===== src/ptfc_pkg.sv =====
// Constants shared by the translation fault classifier: register map,
// fault reason codes, completion status encodings and field widths.
// Assumes a single 10 MHz clock domain and a plain strobe register port.
package ptfc_pkg;

  // ************************************************************
  // Register map (byte offsets on the plain register port)
  // ************************************************************
  localparam int          REG_ADDR_W         = 8;
  localparam int          REG_DATA_W         = 32;
  localparam logic [7:0]  ROOT_PTR_OFFSET    = 8'h00;
  localparam logic [7:0]  LAST_FAULT_OFFSET  = 8'h04;
  localparam logic [7:0]  FAULT_COUNT_OFFSET = 8'h08;
  localparam int          ROOT_FORMAT_BIT    = 0;
  localparam logic        ROOT_FORMAT_RESET  = 1'b0;
  localparam int          LAST_REASON_LSB    = 0;
  localparam int          LAST_QUAL_BIT      = 8;
  localparam int          LAST_STATUS_LSB    = 9;
  localparam int          LAST_VALID_BIT     = 11;
  localparam int          FAULT_COUNT_W      = 16;

  // ************************************************************
  // Request header and entry fields
  // ************************************************************
  localparam logic [1:0]  KIND_TRANSLATION   = 2'h1;
  localparam int          TT_W               = 3;
  localparam int          WIDTH_CODE_W       = 3;
  localparam int          TABLE_SIZE_W       = 3;
  localparam logic [4:0]  TABLE_SIZE_SHIFT   = 5'h05;
  localparam logic [2:0]  TT_UNTRANSLATED    = 3'h1;
  localparam logic [2:0]  TT_PASID_ONLY      = 3'h5;
  localparam logic [2:0]  TT_PASID_NESTED    = 3'h7;

  // ************************************************************
  // Fault reason codes
  // ************************************************************
  localparam logic [7:0]  FR_NONE            = 8'h00;
  localparam logic [7:0]  FR_ROOT_ABSENT     = 8'h01;
  localparam logic [7:0]  FR_CTX_ABSENT      = 8'h02;
  localparam logic [7:0]  FR_CTX_BAD_PROG    = 8'h03;
  localparam logic [7:0]  FR_SS_NEXT_ERR     = 8'h07;
  localparam logic [7:0]  FR_ROOT_FETCH_ERR  = 8'h08;
  localparam logic [7:0]  FR_CTX_FETCH_ERR   = 8'h09;
  localparam logic [7:0]  FR_CTX_RSVD        = 8'h0B;
  localparam logic [7:0]  FR_TT_BLOCKED      = 8'h0D;
  localparam logic [7:0]  FR_PID_DISABLED    = 8'h10;
  localparam logic [7:0]  FR_PID_TOO_LARGE   = 8'h11;
  localparam logic [7:0]  FR_EXEC_DENIED     = 8'h19;
  localparam logic [7:0]  FR_SUPV_DENIED     = 8'h1A;
  localparam logic [7:0]  FR_ROOT_FORMAT     = 8'h1B;

  // ************************************************************
  // Completion status returned to the endpoint
  // ************************************************************
  typedef enum logic [1:0] {
    PTFC_CPL_SUCCESS = 2'b00,
    PTFC_CPL_UR      = 2'b01,
    PTFC_CPL_CA      = 2'b10
  } ptfc_cpl_t;

endpackage


===== src/ptfc_top.sv =====
// Fault classifier for translation requests that carry a process address
// space ID. Takes one request per strobe, together with the table walk
// outcome, and answers one cycle later with reason, qualifier and status.
// Assumes the walk results are driven from logic on the same clock.
//
// Strobed register access and the register offsets were left to the implementer.
`timescale 1ns/1ps

module ptfc_top
  import ptfc_pkg::*;
#(
  parameter int         PASID_W            = 20,
  parameter logic [7:0] WIDTH_SUPPORT_MASK = 8'h04,
  parameter logic [7:0] TT_SUPPORT_MASK    = 8'hA2
) (
  input  wire logic                              clk_i,
  input  wire logic                              reset_i,
  // Register port
  input  wire logic [ptfc_pkg::REG_ADDR_W-1:0]   reg_addr_i,
  input  wire logic [ptfc_pkg::REG_DATA_W-1:0]   reg_wdata_i,
  input  wire logic                              reg_write_i,
  input  wire logic                              reg_read_i,
  output logic      [ptfc_pkg::REG_DATA_W-1:0]   reg_rdata_o,
  // Request
  input  wire logic                              req_valid_i,
  input  wire logic [1:0]                        request_address_kind_i,
  input  wire logic                              req_has_pasid_i,
  input  wire logic [PASID_W-1:0]                req_pasid_i,
  input  wire logic                              exec_request_flag_i,
  input  wire logic                              supervisor_request_flag_i,
  // Walk outcome
  input  wire logic                              root_fetch_err_i,
  input  wire logic                              upper_lower_present_i,
  input  wire logic                              ctx_fetch_err_i,
  input  wire logic                              ctx_present_i,
  input  wire logic                              ctx_reserved_nz_i,
  input  wire logic [ptfc_pkg::WIDTH_CODE_W-1:0] address_width_i,
  input  wire logic [ptfc_pkg::TT_W-1:0]         ctx_translation_type_i,
  input  wire logic                              process_id_enable_i,
  input  wire logic [ptfc_pkg::TABLE_SIZE_W-1:0] process_id_table_size_i,
  input  wire logic                              exec_request_allow_i,
  input  wire logic                              supervisor_request_allow_i,
  input  wire logic                              nested_enable_i,
  input  wire logic                              second_stage_root_err_i,
  input  wire logic                              process_id_entry_err_i,
  input  wire logic                              second_stage_next_err_i,
  // Answer
  output logic                                   resp_valid_o,
  output logic                                   resp_classified_o,
  output logic                                   fault_o,
  output logic      [7:0]                        fault_reason_o,
  output logic                                   fault_qualified_o,
  output ptfc_pkg::ptfc_cpl_t                    cpl_status_o
);

  import ptfc_pkg::*;

  // ************************************************************
  // Parameter checks
  // ************************************************************
  // Table size field reaches 2^12 entries; wider IDs than 20 bits are not served
  if (PASID_W < 1 || PASID_W > 20) begin : g_bad_pasid_w
    $error("PASID_W must lie between 1 and 20");
  end

  // ************************************************************
  // Register file
  // ************************************************************
  logic                      root_format_reg;
  logic                      root_format_next;
  logic [REG_DATA_W-1:0]     rdata_reg;
  logic [REG_DATA_W-1:0]     rdata_next;
  logic [FAULT_COUNT_W-1:0]  fault_count_reg;
  logic [FAULT_COUNT_W-1:0]  fault_count_next;
  logic                      last_valid_reg;
  logic                      last_valid_next;

  // ************************************************************
  // Answer registers
  // ************************************************************
  logic                      resp_valid_reg;
  logic                      resp_valid_next;
  logic                      classified_reg;
  logic                      classified_next;
  logic                      fault_reg;
  logic                      fault_next;
  logic [7:0]                reason_reg;
  logic [7:0]                reason_next;
  logic                      qual_reg;
  logic                      qual_next;
  ptfc_cpl_t                 cpl_reg;
  ptfc_cpl_t                 cpl_next;

  // ************************************************************
  // Classification
  // ************************************************************
  logic                      is_pasid_req;
  logic                      tt_allowed;
  logic                      tt_supported;
  logic                      width_supported;
  logic [4:0]                pid_shift;
  logic                      pid_too_large;
  logic                      hit;
  logic [7:0]                hit_reason;
  logic                      hit_qual;
  ptfc_cpl_t                 hit_cpl;

  // Decode of the entry fields used by the priority chain
  always_comb begin
    is_pasid_req  = (request_address_kind_i == KIND_TRANSLATION) && req_has_pasid_i;
    tt_allowed    = (ctx_translation_type_i == TT_UNTRANSLATED)
                 || (ctx_translation_type_i == TT_PASID_ONLY)
                 || (ctx_translation_type_i == TT_PASID_NESTED);
    tt_supported  = TT_SUPPORT_MASK[ctx_translation_type_i];
    width_supported = WIDTH_SUPPORT_MASK[address_width_i];
    pid_shift     = 5'(process_id_table_size_i) + TABLE_SIZE_SHIFT;
    // Table of 2^(size+5) entries; IDs above its top index fault
    pid_too_large = (32'(pid_shift) < PASID_W)
                 && ((32'(req_pasid_i) >> pid_shift) != 32'h0);
  end

  // First fault in walk order wins; later checks are never reached
  always_comb begin
    hit        = 1'b1;
    hit_reason = FR_NONE;
    hit_qual   = 1'b0;
    hit_cpl    = PTFC_CPL_UR;
    if (!root_format_reg) begin
      hit_reason = FR_ROOT_FORMAT;
    end else if (root_fetch_err_i) begin
      hit_reason = FR_ROOT_FETCH_ERR;
      hit_cpl    = PTFC_CPL_CA;
    end else if (!upper_lower_present_i) begin
      hit_reason = FR_ROOT_ABSENT;
    end else if (ctx_fetch_err_i) begin
      hit_reason = FR_CTX_FETCH_ERR;
      hit_cpl    = PTFC_CPL_CA;
    end else if (!ctx_present_i) begin
      hit_reason = FR_CTX_ABSENT;
      hit_qual   = 1'b1;
    end else if (ctx_reserved_nz_i) begin
      hit_reason = FR_CTX_RSVD;
      hit_qual   = 1'b1;
    end else if (!width_supported) begin
      hit_reason = FR_CTX_BAD_PROG;
      hit_qual   = 1'b1;
      hit_cpl    = PTFC_CPL_CA;
    end else if (!tt_allowed) begin
      hit_reason = FR_TT_BLOCKED;
      hit_qual   = 1'b1;
    end else if (!tt_supported) begin
      hit_reason = FR_CTX_BAD_PROG;
      hit_qual   = 1'b1;
      hit_cpl    = PTFC_CPL_CA;
    end else if (!process_id_enable_i) begin
      hit_reason = FR_PID_DISABLED;
      hit_qual   = 1'b1;
    end else if (pid_too_large) begin
      hit_reason = FR_PID_TOO_LARGE;
      hit_qual   = 1'b1;
    end else if (exec_request_flag_i && !exec_request_allow_i) begin
      hit_reason = FR_EXEC_DENIED;
      hit_qual   = 1'b1;
    end else if (supervisor_request_flag_i && !supervisor_request_allow_i) begin
      hit_reason = FR_SUPV_DENIED;
      hit_qual   = 1'b1;
    end else if (process_id_entry_err_i) begin
      hit_reason = FR_CTX_BAD_PROG;
      hit_qual   = 1'b1;
      hit_cpl    = PTFC_CPL_CA;
    end else if (nested_enable_i && second_stage_root_err_i) begin
      hit_reason = FR_CTX_BAD_PROG;
      hit_qual   = 1'b1;
      hit_cpl    = PTFC_CPL_CA;
    end else if (second_stage_next_err_i) begin
      hit_reason = FR_SS_NEXT_ERR;
      hit_qual   = 1'b1;
      hit_cpl    = PTFC_CPL_CA;
    end else begin
      hit        = 1'b0;
      hit_cpl    = PTFC_CPL_SUCCESS;
    end
  end

  // ************************************************************
  // Answer next state
  // ************************************************************
  // Answer fields only move on a request, so they hold for recording logic
  always_comb begin
    resp_valid_next = req_valid_i;
    classified_next = classified_reg;
    fault_next      = fault_reg;
    reason_next     = reason_reg;
    qual_next       = qual_reg;
    cpl_next        = cpl_reg;
    if (req_valid_i) begin
      classified_next = is_pasid_req;
      fault_next      = is_pasid_req && hit;
      reason_next     = is_pasid_req ? hit_reason : FR_NONE;
      qual_next       = is_pasid_req && hit_qual;
      // Other request kinds pass untouched; another checker owns them
      cpl_next        = is_pasid_req ? hit_cpl : PTFC_CPL_SUCCESS;
    end
  end

  always_ff @(posedge clk_i or posedge reset_i) begin
    if (reset_i) begin
      resp_valid_reg <= 1'b0;
      classified_reg <= 1'b0;
      fault_reg      <= 1'b0;
      reason_reg     <= FR_NONE;
      qual_reg       <= 1'b0;
      cpl_reg        <= PTFC_CPL_SUCCESS;
    end else begin
      resp_valid_reg <= resp_valid_next;
      classified_reg <= classified_next;
      fault_reg      <= fault_next;
      reason_reg     <= reason_next;
      qual_reg       <= qual_next;
      cpl_reg        <= cpl_next;
    end
  end

  // ************************************************************
  // Register port next state
  // ************************************************************
  // Counter saturates so software never sees a wrap to zero
  always_comb begin
    root_format_next = root_format_reg;
    fault_count_next = fault_count_reg;
    last_valid_next  = last_valid_reg;
    rdata_next       = '0;
    if (reg_write_i && reg_addr_i == ROOT_PTR_OFFSET) begin
      root_format_next = reg_wdata_i[ROOT_FORMAT_BIT];
    end
    if (reg_write_i && reg_addr_i == FAULT_COUNT_OFFSET) begin
      fault_count_next = '0;
      last_valid_next  = 1'b0;
    end
    // Fault on the clear cycle still counts, so no event is lost
    if (resp_valid_reg && fault_reg) begin
      last_valid_next = 1'b1;
      if (fault_count_next != {FAULT_COUNT_W{1'b1}}) begin
        fault_count_next = fault_count_next + 16'h0001;
      end
    end
    if (reg_read_i) begin
      unique case (reg_addr_i)
        ROOT_PTR_OFFSET: begin
          rdata_next[ROOT_FORMAT_BIT] = root_format_reg;
        end
        LAST_FAULT_OFFSET: begin
          rdata_next[LAST_REASON_LSB +: 8] = reason_reg;
          rdata_next[LAST_QUAL_BIT]        = qual_reg;
          rdata_next[LAST_STATUS_LSB +: 2] = cpl_reg;
          rdata_next[LAST_VALID_BIT]       = last_valid_reg;
        end
        FAULT_COUNT_OFFSET: begin
          rdata_next[FAULT_COUNT_W-1:0] = fault_count_reg;
        end
        default: begin
          rdata_next = '0;
        end
      endcase
    end
  end

  always_ff @(posedge clk_i or posedge reset_i) begin
    if (reset_i) begin
      root_format_reg <= ROOT_FORMAT_RESET;
      fault_count_reg <= '0;
      last_valid_reg  <= 1'b0;
      rdata_reg       <= '0;
    end else begin
      root_format_reg <= root_format_next;
      fault_count_reg <= fault_count_next;
      last_valid_reg  <= last_valid_next;
      rdata_reg       <= rdata_next;
    end
  end

  // Outputs straight from flops
  assign reg_rdata_o       = rdata_reg;
  assign resp_valid_o      = resp_valid_reg;
  assign resp_classified_o = classified_reg;
  assign fault_o           = fault_reg;
  assign fault_reason_o    = reason_reg;
  assign fault_qualified_o = qual_reg;
  assign cpl_status_o      = cpl_reg;
endmodule


===== config.mk =====
export PLATFORM = sky130hd
export DESIGN_NAME = ptfc_top
export DESIGN_NICKNAME = d
export VERILOG_FILES = /design/src/ptfc_pkg.sv /design/src/ptfc_top.sv
export SDC_FILE = /design/constraint.sdc
export NUM_CORES = 1
export LEC_CHECK = 0
export ABC_CLOCK_PERIOD_IN_PS = 1700
export CAP_MARGIN = 20
export CORE_MARGIN = 1
export CORE_UTILIZATION = 57
export CTS_CLUSTER_SIZE = 25
export DETAILED_ROUTE_END_ITERATION = 12
export DONT_BUFFER_PORTS = 1
export GPL_TIMING_DRIVEN = 0
export PLACE_DENSITY = 0.75
export SLEW_MARGIN = 0
export SYNTH_ARGS = -nofsm -noshare
export SYNTH_HDL_FRONTEND = slang
export SYNTH_SLANG_ARGS = --single-unit

===== constraint.sdc =====
create_clock -name clk_i -period 1.7 [get_ports clk_i]
set_input_delay 0.34 -clock clk_i [delete_from_list [all_inputs] [get_ports clk_i]]
set_output_delay 0.34 -clock clk_i [all_outputs]
set_load 0.02 [all_outputs]

== After elaboration in Yosys (flattened, before gate mapping) ==
Memory sizes are Yosys's and may differ from the RTL's.
Cells that the tools add are included.

* Memories kept: 2
* Input port bits: 91
* Bits in registers: 64
* Word-level logic and storage cells: 107
* Output and inout bits: 46
* ROM bits: 16

{| class="wikitable"
|+ Memories
! name !! depth !! bits a word !! rd ports !! clocked after Yosys merged registers in !! wr ports !! RTL line !! source
|-
| (name not given) || 8 || 1 || 1 || 0 || 0 || ptfc_top.sv:115 || <nowiki>width_supported = WIDTH_SUPPORT_MASK[address_width_i];</nowiki>
|-
| (name not given) || 8 || 1 || 1 || 0 || 0 || ptfc_top.sv:114 || <nowiki>tt_supported = TT_SUPPORT_MASK[ctx_translation_type_i];</nowiki>
|}

* Shift-type cells: 1
* Mux-type cells: 65
* Add/subtract/negate cells: 2
* Eq/ne operators: 7
* Reduce and logical (&&, ||, !) cells: 17
* Order comparisons: 3

{| class="wikitable"
|+ Operators by type and width
! cell !! count
|-
| 5-bit 2-to-1 mux || 13
|-
| 16-bit 2-to-1 mux || 4
|-
| 2-bit 2-to-1 mux || 17
|-
| 32-bit nonzero test || 1
|-
| 20-bit by 4-bit >> shifter with 32-bit output || 1
|-
| 1-bit 2-to-1 mux || 24
|-
| 11-bit one-hot mux with 2 select lines || 1
|-
| 16-bit by 1-bit adder with 16-bit output (second input constant) || 1
|-
| 16-bit inequality test (second input constant) || 1
|-
| 1-bit logical AND || 10
|-
| 3-bit 2-to-1 mux || 3
|-
| 8-bit by 3-bit == test with 1-bit output (second input constant) || 1
|-
| 8-bit by 4-bit == test with 1-bit output (second input constant) || 1
|-
| 8-bit logical NOT || 1
|-
| 3-bit by 4-bit < comparator with 1-bit output (second input constant) || 2
|-
| 8-bit 2-to-1 mux || 1
|-
| 3-bit == test (second input constant) || 2
|-
| 4-bit by 5-bit < comparator with 1-bit output (second input constant) || 1
|-
| 3-bit by 3-bit adder with 4-bit output (second input constant) || 1
|-
| 4-bit 2-to-1 mux || 1
|-
| 3-bit by 1-bit == test with 1-bit output (second input constant) || 1
|-
| 1-bit one-hot mux with 3 select lines || 1
|-
| 2-bit by 1-bit == test with 1-bit output (second input constant) || 1
|-
| 1-bit logical NOT || 2
|-
| 2 further kinds || 3
|}

== Longest topological paths before layout ==
* Depth after elaboration: 17
* Depth in mapped cells: 9
* Mapped depth without buffers: 9

== Least setup slack after synthesis ==
Ideal clock, no wire load.

* Kind: input to register
* From: in reg_addr_i[5] (netlist name)
* To: reg fault_count_reg[9]
* Path slack: -532 ps
* Data required time: 1568 ps
* Data arrival time: 2100 ps
* Stages on the path: 9
* Path buffers: 0
* Library setup time: 132 ps
* Path through: nor4_1 > nand4_1 > and2_1 > ha_1 > and4_1 > a41o_1 > nor3_1 > xnor2_1 > nor2_1

* Longest elaborated chain between the ends: 6
* Elaborated cells between the ends (all ways): 7
* Those cells by class: add/sub: 1; eq/ne: 2; mux: 3; reduce/logical: 1

{| class="wikitable"
|+ Ends and longest elaborated chain
! item !! RTL line !! source
|-
| from (decl) || ptfc_top.sv:19 || <nowiki>input wire logic [ptfc_pkg::REG_ADDR_W-1:0] reg_addr_i,</nowiki>
|-
| 8-bit by 4-bit == test with 1-bit output (*) || ptfc_top.sv:236 || <nowiki>if (reg_write_i && reg_addr_i == FAULT_COUNT_OFFSET) begin</nowiki>
|-
| 1-bit logical AND (*) || ptfc_top.sv:236 ||
|-
| 16-bit 2-to-1 mux (*) || ptfc_top.sv:236 ||
|-
| 16-bit by 1-bit adder with 16-bit output or 16-bit inequality test (tied branches) || ptfc_top.sv:244, ptfc_top.sv:243 ||
|-
| 16-bit 2-to-1 mux || ptfc_top.sv:243 || <nowiki>if (fault_count_next != {FAULT_COUNT_W{1'b1}}) begin</nowiki>
|-
| 16-bit 2-to-1 mux (*) || ptfc_top.sv:241 || <nowiki>if (resp_valid_reg && fault_reg) begin</nowiki>
|-
| via fault_count_next[9] || ptfc_top.sv:74 || <nowiki>logic [FAULT_COUNT_W-1:0] fault_count_next;</nowiki>
|-
| to (signal assigned) || ptfc_top.sv:276 || <nowiki>fault_count_reg <= fault_count_next;</nowiki>
|-
| to (decl) || ptfc_top.sv:73 || <nowiki>logic [FAULT_COUNT_W-1:0] fault_count_reg;</nowiki>
|}

Mark *: on every way through the listed nets, which the timed path passes. The rest lies on a longest branch.
A chain may end at the register's enable or synchronous reset.

== Worst setup path in the final report ==
* From: in reg_addr_i[5] (netlist name)
* To: reg fault_count_reg[4]

Same word-level chain as after synthesis.

==> summary.txt <==
Route
  • Final ANT Viol Nets: 0
  • DRT Pass-1 Iters: 4
  • Drt drc: 0
  • Number of DRC markers in iteration 0: ~150
  • Vias per cell: about 5.9
  • DR WL/cell: between 15 and 20 µm
  • DR vias: roughly 2k
  • Final wirelength: ~5700 µm

Clock tree
  • CTS sink cnt: between 40 and 50
  • TritonCTS Buffers: 5
  • Clock transition at path regs: ~0.080 ns
  • Root Buffer: clkbuf_8
  • Clock Path Buffers: 2
  • Hold buffers post-CTS: 0
  • Skew-Pair Late Insertion Delay: approximately 0.3 ns
  • CTS tree: built
  • CTS H-tree depth: 2

Placed design
  • Port bufs: 0
  • Post-placement cell area: between 2000 and 3000 µm²
  • Post-Place Setup Slack: -0.598 ns
  • Placer congestion estimate: ~0.91
  • Post-DP HPWL: 4130 µm

Final layout
  • NumNets Final: ~390
  • Final Cell Area: ~3000 µm²
  • Synth-to-Final Area Change: 16.3%
  • Fraction of layout cells with a size suffix above 1: approximately a quarter
  • # diodes: 0

Critical path
  • Crit path max fanout: 4
  • Reg2reg end: fault_count_reg[1]
  • Worst EP required: roughly 1.9 ns
  • Worst r2r path cells: 7
  • Critical Path End Type: flip-flop
  • Startpoint class of the critical path: input port
  • Reg-to-Reg Start: fault_count_reg[1]
  • Critical Path AT: roughly 1.9 ns
  • R2r setup slk: -0.01 ns
  • Crit Path Class: input port to flip-flop

GRT
  • GRT overflow: 0
  • Total track usage: roughly a quarter
  • Vias in the first global route: approximately 1.9k
  • Largest net degree at the start of global routing: between 40 and 50
  • First-pass GRT wire length: about 8500 µm
  • Initial antenna violation count: 0

Logic synthesis
  • Top-area cell type share of the netlist area: between 40% and 50%
  • Synth Register Bits: between 40 and 50
  • Yosys Warn Count: 0
  • Count of cell types in the netlist: 56
  • Number of synthesized flops with an enable pin: 0
  • Syn_area_per_cell: 9.54 µm²
  • Area leader, netlist: dfrtp_1
  • Syn Std Cell Area: around 2500 µm²
  • Fraction of registers with async set/reset: 100%
  • Most used flip-flop cell after synthesis: dfrtp_1
  • Largest cells by area after synthesis: dfrtp_1 45%, buf_4 5.7%, nand2_1 3.3%, and2_1 3.0%, nor2_1 3.0%
  • Sequential area share after synthesis: about 45%
  • Post-synthesis cell count: 264

Floorplanning
  • IO Pins: ~140
  • Die height: slightly below 70 µm
  • FP Rows: 23
  • Die X: 68.5 µm
  • Die Footprint: 4690 µm²
  • Total core area: around 4100 µm²
  • Initial Util: 61.2%

Power
  • Sw Pwr: about 0.68 mW
  • Static leakage: roughly 1.3 nW
  • Pwr per Cell Area: 827 nW/µm²
  • VDD IR max: roughly 0.00040 V
  • Clock Power Share: a little under a third
  • Comb pwr share: between 10% and 20%
  • Switching share of power: between 20 and 30%
  • Cell internal pwr: 1.74 mW
  • Sequential Power Share: 50.6%

Timing
  • Post-Route Hold Slack: approximately 0.059 ns
  • Rel. slew slack: approximately 39%
  • Final setup vio count: 7
  • Final hold vios: 0
  • Slew @ Worst Pin: 0.918 ns
  • Unrepaired setup endpoints after global routing: true
  • Slew Viols, Final: 0
  • Fin worst setup slack: -0.0653 ns
  • Fin crit period: roughly 1.8 ns
  • FMAX: 0.566 GHz
  • Period utilization: 104%
  • Clk_skew: approximately 0.0046 ns
  • Post-Route Setup TNS: -0.218 ns

Hold path
  • Hold Crit Start: req_valid_i
  • Worst hold path type: input port to flip-flop
  • WHS Endpoint: resp_valid_o
  • Hold Path Cell Cnt: 0

Outcome
  • Status: finished, violations left
  • Failing checks: setup timing

Job
  • Maxcap violations: 0
## metrics by stage
stage	instances	power (mW)	util, %
final	346	2.42	71.1
after global routing	346	2.52	71.1
after CTS	347	2.41	69.9
after detailed placement	332	1.63	66.0
after global placement	332	1.62	66.0
after floorplan	282	1.56	-
## layout make-up
| class | instances | area (µm²) |
|---|---|---|
| Sequential cell | 45 | 1130 |
| Buffer | 23 | 159 |
| Fill cell | 325 | 1190 |
| Multi-Input combinational cell | 206 | 1390 |
| Tap cell | 50 | 62.6 |
| Timing Repair Buffer | 8 | 63.8 |
| Inverter | 6 | 22.5 |
| Clock buffer | 7 | 96.3 |
| Clock inverter | 1 | 5.00 |
## worst max-delay path: stages
cell and delay, ns:
nor4_4 0.27, nand4_1 0.19, and2_4 0.20, ha_4 0.16, and4_4 0.16, a41oi_2 0.26, nand4_1 0.14, xor2_1 0.18
nor2_1 0.05
## timing repair
item / 4_1_cts / 5_1_grt
endpoints found under the setup margin: 15 / 23
hold endpoints to repair: 0 / 0
gates resized for setup: 1 / 16
gates cloned: 0 / 0
setup buffers: 8 / 0
pin swaps: 5 / 4
## how the worst max path moves through the flow
| stage | to | slack, ns | cells past startpoint | from |
|---|---|---|---|---|
| 5_1_grt | fault_count_reg[4] | -0.15 | 9 | reg_addr_i[5] |
| 2_1_floorplan | fault_count_reg[5] | -0.30 | 8 | reg_addr_i[5] |
| 6_report | fault_count_reg[4] | -0.07 | 9 | reg_addr_i[5] |
| 4_1_cts | fault_count_reg[5] | -0.06 | 8 | reg_addr_i[5] |
| 3_3_place_gp | fault_count_reg[4] | -0.53 | 9 | reg_addr_i[5] |
| 3_5_place_dp | fault_count_reg[7] | -0.60 | 9 | reg_addr_i[5] |
## synth_stat cells, types with 2 or more instances
| cell | count |
|---|---|
| a22o_1 | 8 |
| and3_1 | 6 |
| buf_4 | 19 |
| o21ai_1 | 7 |
| nor3_1 | 8 |
| nand2_1 | 22 |
| nor2_1 | 20 |
| mux2i_1 | 3 |
| dfrtp_1 | 45 |
| clkbuf_1 | 6 |
| xnor2_1 | 3 |
| mux2_1 | 3 |
| o21ai_0 | 2 |
| nor4_1 | 7 |
| nand2b_1 | 6 |
| a31oi_1 | 2 |
| o2bb2ai_1 | 2 |
| a21oi_1 | 10 |
| a31o_1 | 2 |
| nand4_1 | 10 |
| a21o_1 | 2 |
| xor2_1 | 6 |
| nor2b_1 | 3 |
| o21bai_1 | 2 |
| nand3_1 | 10 |
| and4_1 | 3 |
| inv_1 | 6 |
| a41oi_1 | 2 |
| and2_1 | 12 |
## power by group through the flow
stage               registers, mW  clock network (mW)  logic (mW)
floorplan                    1.22                   0       0.333
global placement             1.25                   0       0.364
detailed placement           1.25                   0       0.376
CTS                          1.22               0.735       0.452
global route                 1.23               0.768       0.515
finish                       1.22               0.730       0.465
## placed cells by master (no fill, tap or decap), drive strengths merged, types with 2 or more instances in the layout
cell,instances
a21o,2
a21oi,11
a22o,8
a31o,3
a31oi,2
a41oi,2
and2,12
and3,7
and4,3
buf,27
clkbuf,11
conb,19
dfrtp,45
inv,6
mux2,3
mux2i,3
nand2,22
nand2b,6
nand3,11
nand4,10
nor2,20
nor2b,3
nor3,8
nor3b,2
nor4,8
o21ai,9
o21bai,2
o2bb2ai,2
or4,2
xnor2,3
xor2,6
## cell families (layout without fill, tap and decap cells)
logic type	after synthesis	count (layout)	synth area share, %
AND/OR/NAND/NOR	118	118	26.1
AO/OA/AOI/OAI	53	53	15.4
flip-flops	45	45	44.7
buffers and inverters	31	45	7.46
XOR/XNOR	9	9	3.13
multiplexers	6	6	2.53
adder cells (fa/ha/maj)	1	1	0.497
other	1	19	0.149
## metal layers
layer / global-route usage (%) / part of all wire, % / wire [µm]
met5: 0 / 0 / 0
met4: 13.8 / 1.9 / 108
met3: 4.83 / 5.4 / 306
met2: 41.4 / 51 / 2880
met1: 31.4 / 42 / 2370
No activity file was read; power rests on OpenSTA's default activity.
